<file path="src/rtl/parc_pkg.sv">
// Package of offsets, field positions and reset values for the power and reference control bank
package parc_pkg;

    // ------------------------------------------------------------------
    // Register map
    // ------------------------------------------------------------------
    localparam int          DATA_W            = 16;
    localparam logic [7:0]  IDX_PWR_TUNE      = 8'h1A;
    localparam logic [7:0]  IDX_REF_PROBE     = 8'h1B;
    localparam logic [15:0] RST_PWR_TUNE      = 16'h0020;
    localparam logic [15:0] RST_REF_PROBE     = 16'h0000;
    localparam logic [31:0] UNMAPPED_READ     = 32'h0000_0000;

    // ------------------------------------------------------------------
    // Field positions
    // ------------------------------------------------------------------
    localparam int          POS_OSC_TUNE_HI   = 15;
    localparam int          POS_OSC_TUNE_LO   = 10;
    localparam int          POS_BIAS_SLEEP    = 7;
    localparam int          POS_TEMP_SLEEP    = 6;
    localparam int          POS_MULT_SLEEP    = 5;
    localparam int          POS_RECV_SLEEP    = 4;
    localparam int          POS_EXT_REF       = 15;
    localparam int          POS_FUSE_SLEEP    = 11;
    localparam int          POS_PROBE_HI      = 5;
    localparam int          POS_PROBE_LO      = 0;

    // Writable bits; all others are reserved and hold zero
    localparam logic [15:0] MASK_PWR_TUNE     = 16'hFCF0;
    localparam logic [15:0] MASK_REF_PROBE    = 16'h883F;

    // Bus answer states
    typedef enum logic [1:0] {PARC_IDLE, PARC_ANSWER} parc_bus_state_t;

endpackage

</file>
<file path="src/rtl/parc_ctrl_reg.sv">
// One 16-bit control register with a write mask and a reset value
`timescale 1ns/1ps
`default_nettype none
module parc_ctrl_reg
    import parc_pkg::*;
#(
    parameter logic [15:0] RESET_VALUE = 16'h0000,
    parameter logic [15:0] WRITE_MASK  = 16'hFFFF
) (
    // Clock and reset
    input  wire logic        core_clk,
    input  wire logic        reset_n,
    // Write port
    input  wire logic        writeStrobe,
    input  wire logic [15:0] writeData,
    input  wire logic [1:0]  byteEnable,
    // Stored value
    output logic      [15:0] value
);

    logic [15:0] next_value;
    logic [15:0] laneMask;

    always_comb begin
        laneMask   = {{8{byteEnable[1]}}, {8{byteEnable[0]}}} & WRITE_MASK;
        next_value = value;
        if (writeStrobe) begin
            // Reserved bits never take a written one
            next_value = (value & ~laneMask) | (writeData & laneMask);
        end
    end

    always_ff @(posedge core_clk) begin
        if (!reset_n) begin
            value <= RESET_VALUE;
        end else begin
            value <= next_value;
        end
    end

endmodule
`default_nettype wire

</file>
<file path="src/rtl/parc_power_ref_ctrl.sv">
// Power, tuning and reference control bank behind an Avalon-MM slave
`timescale 1ns/1ps
`default_nettype none
module parc_power_ref_ctrl
    import parc_pkg::*;
(
    // Clock and reset
    input  wire logic        core_clk,
    input  wire logic        reset_n,
    // Avalon-MM slave
    input  wire logic [9:0]  address,
    input  wire logic        read,
    input  wire logic        write,
    input  wire logic [31:0] writedata,
    input  wire logic [3:0]  byteenable,
    output logic      [31:0] readdata,
    output logic             waitrequest,
    output logic [1:0]       response,
    // Transmit gate function from the core
    input  wire logic        transmitGateIn,
    // Analogue controls
    output logic [5:0]       oscCoarseTune,
    output logic             biasSleep,
    output logic             tempSensorSleep,
    output logic             multiplierSleep,
    output logic             clockReceiverSleep,
    output logic             syncReferenceInputSleep,
    output logic             externalRefSelect,
    output logic             fuseSleep,
    output logic [5:0]       probeSelect,
    output logic             probeActive,
    // Transmit gate pin
    output logic             transmitGatePinOut,
    output logic             transmitGatePinOe_n
);

    // ------------------------------------------------------------------
    // Bus decode
    // ------------------------------------------------------------------
    // Byte address is four times the register index
    logic [7:0]      wordIndex;
    logic            hitPwr;
    logic            hitRef;
    logic            mapped;
    parc_bus_state_t busState;
    parc_bus_state_t next_busState;
    logic [31:0]     next_readdata;
    logic [1:0]      next_response;
    logic [15:0]     pwrValue;
    logic [15:0]     refValue;
    logic            pwrWrite;
    logic            refWrite;

    assign wordIndex = address[9:2];
    assign hitPwr    = (wordIndex == IDX_PWR_TUNE);
    assign hitRef    = (wordIndex == IDX_REF_PROBE);
    assign mapped    = hitPwr | hitRef;

    // Every access takes one wait cycle; write lands on the releasing edge
    assign waitrequest = (read | write) && (busState == PARC_IDLE);
    assign pwrWrite    = write && (busState == PARC_ANSWER) && hitPwr;
    assign refWrite    = write && (busState == PARC_ANSWER) && hitRef;

    always_comb begin
        next_busState = PARC_IDLE;
        next_readdata = readdata;
        next_response = response;
        if ((read | write) && (busState == PARC_IDLE)) begin
            next_busState = PARC_ANSWER;
            next_response = mapped ? 2'h0 : 2'h3;
            if (read) begin
                if (hitPwr) begin
                    next_readdata = {16'h0000, pwrValue};
                end else if (hitRef) begin
                    next_readdata = {16'h0000, refValue};
                end else begin
                    next_readdata = UNMAPPED_READ;
                end
            end
        end
    end

    always_ff @(posedge core_clk) begin
        if (!reset_n) begin
            busState <= PARC_IDLE;
            readdata <= 32'h0000_0000;
            response <= 2'h0;
        end else begin
            busState <= next_busState;
            readdata <= next_readdata;
            response <= next_response;
        end
    end

    // ------------------------------------------------------------------
    // Registers
    // ------------------------------------------------------------------
    parc_ctrl_reg #(
        .RESET_VALUE (RST_PWR_TUNE),
        .WRITE_MASK  (MASK_PWR_TUNE)
    ) pwrTuneReg (
        .core_clk    (core_clk),
        .reset_n     (reset_n),
        .writeStrobe (pwrWrite),
        .writeData   (writedata[15:0]),
        .byteEnable  (byteenable[1:0]),
        .value       (pwrValue)
    );

    parc_ctrl_reg #(
        .RESET_VALUE (RST_REF_PROBE),
        .WRITE_MASK  (MASK_REF_PROBE)
    ) refProbeReg (
        .core_clk    (core_clk),
        .reset_n     (reset_n),
        .writeStrobe (refWrite),
        .writeData   (writedata[15:0]),
        .byteEnable  (byteenable[1:0]),
        .value       (refValue)
    );

    // ------------------------------------------------------------------
    // Control outputs
    // ------------------------------------------------------------------
    assign oscCoarseTune           = pwrValue[POS_OSC_TUNE_HI:POS_OSC_TUNE_LO];
    assign biasSleep               = pwrValue[POS_BIAS_SLEEP];
    assign tempSensorSleep         = pwrValue[POS_TEMP_SLEEP];
    assign multiplierSleep         = pwrValue[POS_MULT_SLEEP];
    // One bit sleeps both receivers together
    assign clockReceiverSleep      = pwrValue[POS_RECV_SLEEP];
    assign syncReferenceInputSleep = pwrValue[POS_RECV_SLEEP];
    assign externalRefSelect       = refValue[POS_EXT_REF];
    // Resets to zero; software is expected to set it during bring-up
    assign fuseSleep               = refValue[POS_FUSE_SLEEP];
    assign probeSelect             = refValue[POS_PROBE_HI:POS_PROBE_LO];
    assign probeActive             = (probeSelect != 6'h00);

    // ------------------------------------------------------------------
    // Transmit gate pin
    // ------------------------------------------------------------------
    // In probe mode the digital driver lets go so the analogue voltage owns the pin
    assign transmitGatePinOut  = probeActive ? 1'b0 : transmitGateIn;
    assign transmitGatePinOe_n = probeActive;

endmodule
`default_nettype wire

</file>
<file path="config.mk">
export PLATFORM = sky130hd
export DESIGN_NAME = parc_power_ref_ctrl
export DESIGN_NICKNAME = d
export VERILOG_FILES = /design/src/rtl/parc_pkg.sv /design/src/rtl/parc_ctrl_reg.sv /design/src/rtl/parc_power_ref_ctrl.sv
export SDC_FILE = /design/constraint.sdc
export NUM_CORES = 1
export LEC_CHECK = 0
export ABC_CLOCK_PERIOD_IN_PS = 2200
export BUFFER_PORTS_ARGS = -buffer_cell sky130_fd_sc_hd__buf_2
export CAP_MARGIN = 0
export CORE_ASPECT_RATIO = 1.75
export CORE_MARGIN = 8
export CORE_UTILIZATION = 47
export DETAILED_ROUTE_END_ITERATION = 10
export PLACE_DENSITY = 0.85
export SKIP_CTS_REPAIR_TIMING = 1
export SYNTH_ARGS = -nofsm -noshare
export SYNTH_HDL_FRONTEND = slang
export SYNTH_HIERARCHICAL = 1
export SYNTH_SLANG_ARGS = --single-unit
</file>
<file path="constraint.sdc">
create_clock -name core_clk -period 2.2 [get_ports core_clk]
set_input_delay 0.11 -clock core_clk [delete_from_list [all_inputs] [get_ports core_clk]]
set_output_delay 0.11 -clock core_clk [all_outputs]
set_load 0.1 [all_outputs]
</file>
==> After elaboration in Yosys (flattened, before gate mapping) <==
Cells that the tools add are included.
{ "totals": {"in_bits": 51, "ff_bits": 68, "output_inout_bits": 57} }
{ "classes": {"bitwise_logic": 10, "n_mux": 5, "reduce_logical": 7, "eq_ne": 3} }
{ "op_table": {"columns": ["cell", "count"], "rows": [
  ["$and 16x16->16", 4],
  ["$mux 16", 2],
  ["$not 16->16", 2],
  ["$or 16x16->16", 2],
  ["$eq 8x5->1 const B", 2],
  ["$reduce_bool 6->1", 1],
  ["$logic_and 1x1->1", 4],
  ["$eq 2x1->1 const B", 1],
  ["$logic_not 2->1", 1],
  ["$mux 1", 2],
  ["$mux 2", 1],
  ["$or 1x1->1", 2],
  ["$reduce_and 2->1", 1]
]} }

==> Longest topological paths before layout <==
{ "depth": {"word_depth": 3, "depth_mapped": 6, "ltp_nobuf": 5} }

==> Cells and area by module <==
The synthesis kept the hierarchy.
{ "modules_own_cells": {"columns": ["module", "seq_area_each_um2", "instances", "cells_per_inst", "area_per_inst_um2"], "rows": [
  ["parc_power_ref_ctrl", 360.3, 1, 91, 996.0],
  ["parc_ctrl_reg (pwrTuneReg)", 200.2, 1, 52, 446.7],
  ["parc_ctrl_reg (refProbeReg)", 160.2, 1, 46, 411.6]
]} }

==> Worst setup path after synthesis <==
Ideal clock, no wire load.
{ "synth_timing": {"path_type": "register -> output", "startpoint": "reg (tool-made name)", "endpoint": "out transmitGatePinOe_n", "required_ns": 2.090, "stages_incl_launch_ff": 4, "arrival_time_ns": 2.276, "n_path_buf": 1, "setup_slack_ns": -0.186, "path_cell_list": "dfxtp_1 nor4_1 nand2_1 buf_4"} }
{ "synth_rtl": {"columns": ["item", "line_no", "source"], "rows": [
  ["end: declaration", "parc_power_ref_ctrl.sv:34", "output logic transmitGatePinOe_n"]
]} }

==> results.md <==
* Outcome: complete, no violations
* Hold Slack at 70.5 ps
* EDFF count, synth at 0
* DP HPWL at 3520 um
* Filler cells at 395
* Commonest non-fill, non-tap cell in the layout: buf_2
* DR iter-0 viols at 32
* Share of cells above drive strength 1 at 0.366
* Simple-Gate Fraction of Synth Area at 0.168
* CTS buffer count at 5
* Critical Path AT at 1710 ps
* Avg Cell Area, Syn at 9.81 um2
* CTS tree: done
* Longest Clk Path Bufs at 2
* Maximum vdd drop at 0.457 mV
* CORE AREA at 3830 um2
* Slowest-stage cell, CP: nor4_1
* ANT cells at 0
* Clock Latency Late Sink at 280 ps
* Standard-cell rows at 30
* Placer Congestion at 0.748
* Vias per Instance at 4.98
* Final Hold Viols at 0
* Area growth syn-to-layout at 14.6%
* Psw at 0.437 mW
* Post-route cell area at 2120 um2
* Placed inst area at 2030 um2
* Setup TNS at 0 ps
* Synthesized cell area at 1850 um2
* Pre-antenna DRT Iters at 4
* Gr ovfl total at 0
* Clock transition at path regs at 70 ps
* Final Setup Violations at 0
* PortBufs at 69
* Leakage power at 1.03 nW
* First-pass GRT wire length at 7230 um
* Fraction of registers with async set/reset at 0
* Global Route Usage Sum at 0.139
* M1 wire length at 1620 um
* Drt wl/cell at 14.8 um
* Main synth FF type: dfxtp_1
* Die Area at 6290 um2
* Largest net degree at the start of global routing at 31
* Largest stage delay, worst path at 440 ps
* Met2 wire length at 2470 um
* Via count at 1503
* Comb pwr share at 0.190
* Final min period at 1820 ps
* Hold Crit Class: in2reg
* Family with the most delay on the worst path: simple AND/OR/NAND/NOR gates
* Buf/Inv on CP at 1
* H-tree levels at 2
* Antenna viol nets, final at 0
* Tot Pwr at 1.39 mW
* Total clock sinks at 36
* Leading cell types in the layout, fill and taps excluded: 69 x buf_2, 36 x dfxtp_1, 30 x conb_1
* RSZ-0062 raised after global routing: no
* Fin crit share at 0.827
* Top Metal Used: met4
* Internal power at 0.956 mW
* Vias in the first global route at 1551
* Net Sw Frac at 0.314
* Power Dens Cells at 656 nW/um2
* Hold depth at 3
* DRC errors left at 0
* WL final at 4480 um
* Cell Chain, Critical Path: nor4_1 > and3_1 > buf_2
* Area share of the largest cell type after synthesis at 0.389
* Layout Nets at 304
* Post-Synth XOR/XNOR Area at 0
* IO Pins at 108
* Max-cap violations at 0
* Crit-path max FO at 4
* Crit path launch type: flop
* Ys Warns at 6
* Initial antenna violation count at 0
* Chip width at 63.5 um
* CP Depth at 3
* Largest family of logic cells by synthesized area: buffers and inverters
* Worst path required time at 2090 ps
* Seq cells post-synth at 36
* Final setup skew at 3.99 ps
* Setup Crit Path Kind: reg2out
* Ranking of synthesized cells by area: dfxtp_1 39%, buf_4 14%, mux2i_1 8.1%, o2bb2ai_1 6.6%, nand4_1 5.7%
* Final Max Slew Viols at 0
* Multiplexer area fraction after synthesis at 0.0891
* Syn Inst Count at 189
* Initial Util at 0.484
* Synth Area in Compound Gates at 0.150
* Netlist cell types at 34
* Largest area contributor in the netlist: dfxtp_1
* Maximum clock rate at 550 MHz
* R2R cell count at 3
* Die H at 99.1 um
* Routed wl met3 at 341 um
* Clock network power share at 0.338
* Sequential element share of the synthesized area at 0.389
* CP endpoint kind: output port
* Synth Area in Adders at 0
* Reg power frac at 0.472
* Clock root buffer: clkbuf_8
## cells in the mapped netlist, types with 2 or more instances
cell type,number
o21ai_0,10
and2_4,3
conb_1,3
o2bb2ai_1,14
inv_1,2
buf_6,5
o21ai_2,2
nand4_1,17
mux2i_1,15
dfxtp_1,36
o21ai_1,6
nand2_1,18
and2_1,3
buf_4,35
## kinds of logic (layout without fill, tap and decap cells)
logic type | count (synthesis) | after routing
AND/OR/NAND/NOR | 51 | 51
flip-flops | 36 | 36
buffers and inverters | 45 | 83
multiplexers | 16 | 16
AO/OA/AOI/OAI | 38 | 38
other | 3 | 30
## worst register-to-register path, delay by kind of cell, from the launching register on
family             cells  cell delay (ps)
AOI/OAI and AO/OA      1               80
DFF                    1              360
and+or+nand+nor        2              710
## through the flow
stage	util	cells	setup WS (ps)
global route	0.555	302	293
CTS	0.555	302	358
finish	0.555	302	381
global placement	0.531	294	580
floorplan	-	216	94.0
detailed placement	0.531	294	556
## cell type report
class                      count  area, um2  area share
timing repair buffer          73        375       0.177
inverter                       2       7.51     0.00353
tap                           48       60.1      0.0283
sequential                    36        721       0.339
clock buffer                   8       90.1      0.0424
multi-input combinational    135        871       0.410
## power by group through the flow
stage               Combinational (mW)  Sequential, mW  Clock (mW)
floorplan                        0.256           0.686           0
global placement                 0.262           0.672           0
finish                           0.265           0.657       0.471
detailed placement               0.264           0.672           0
global route                     0.277           0.657       0.508
CTS                              0.264           0.657       0.482
## path summary, 6_finish.rpt
path | startpoint | end | slack, ps
worst min register to register | readdata[8] | readdata[8] | 460
worst min-delay path | writedata[0] | flop | 70
worst max-delay path | flop | transmitGatePinOut | 380
worst max register to register | busState[0] | flop | 940
## routing by layer
| layer | global-route usage | vias to the layer above |
|---|---|---|
| met5 | 0 | - |
| met4 | 0.0484 | 0 |
| met3 | 0.0597 | 6 |
| met2 | 0.262 | 55 |
| met1 | 0.127 | 697 |
| li1 | - | 745 |
Note: power is estimated with default switching activity, not from simulation.
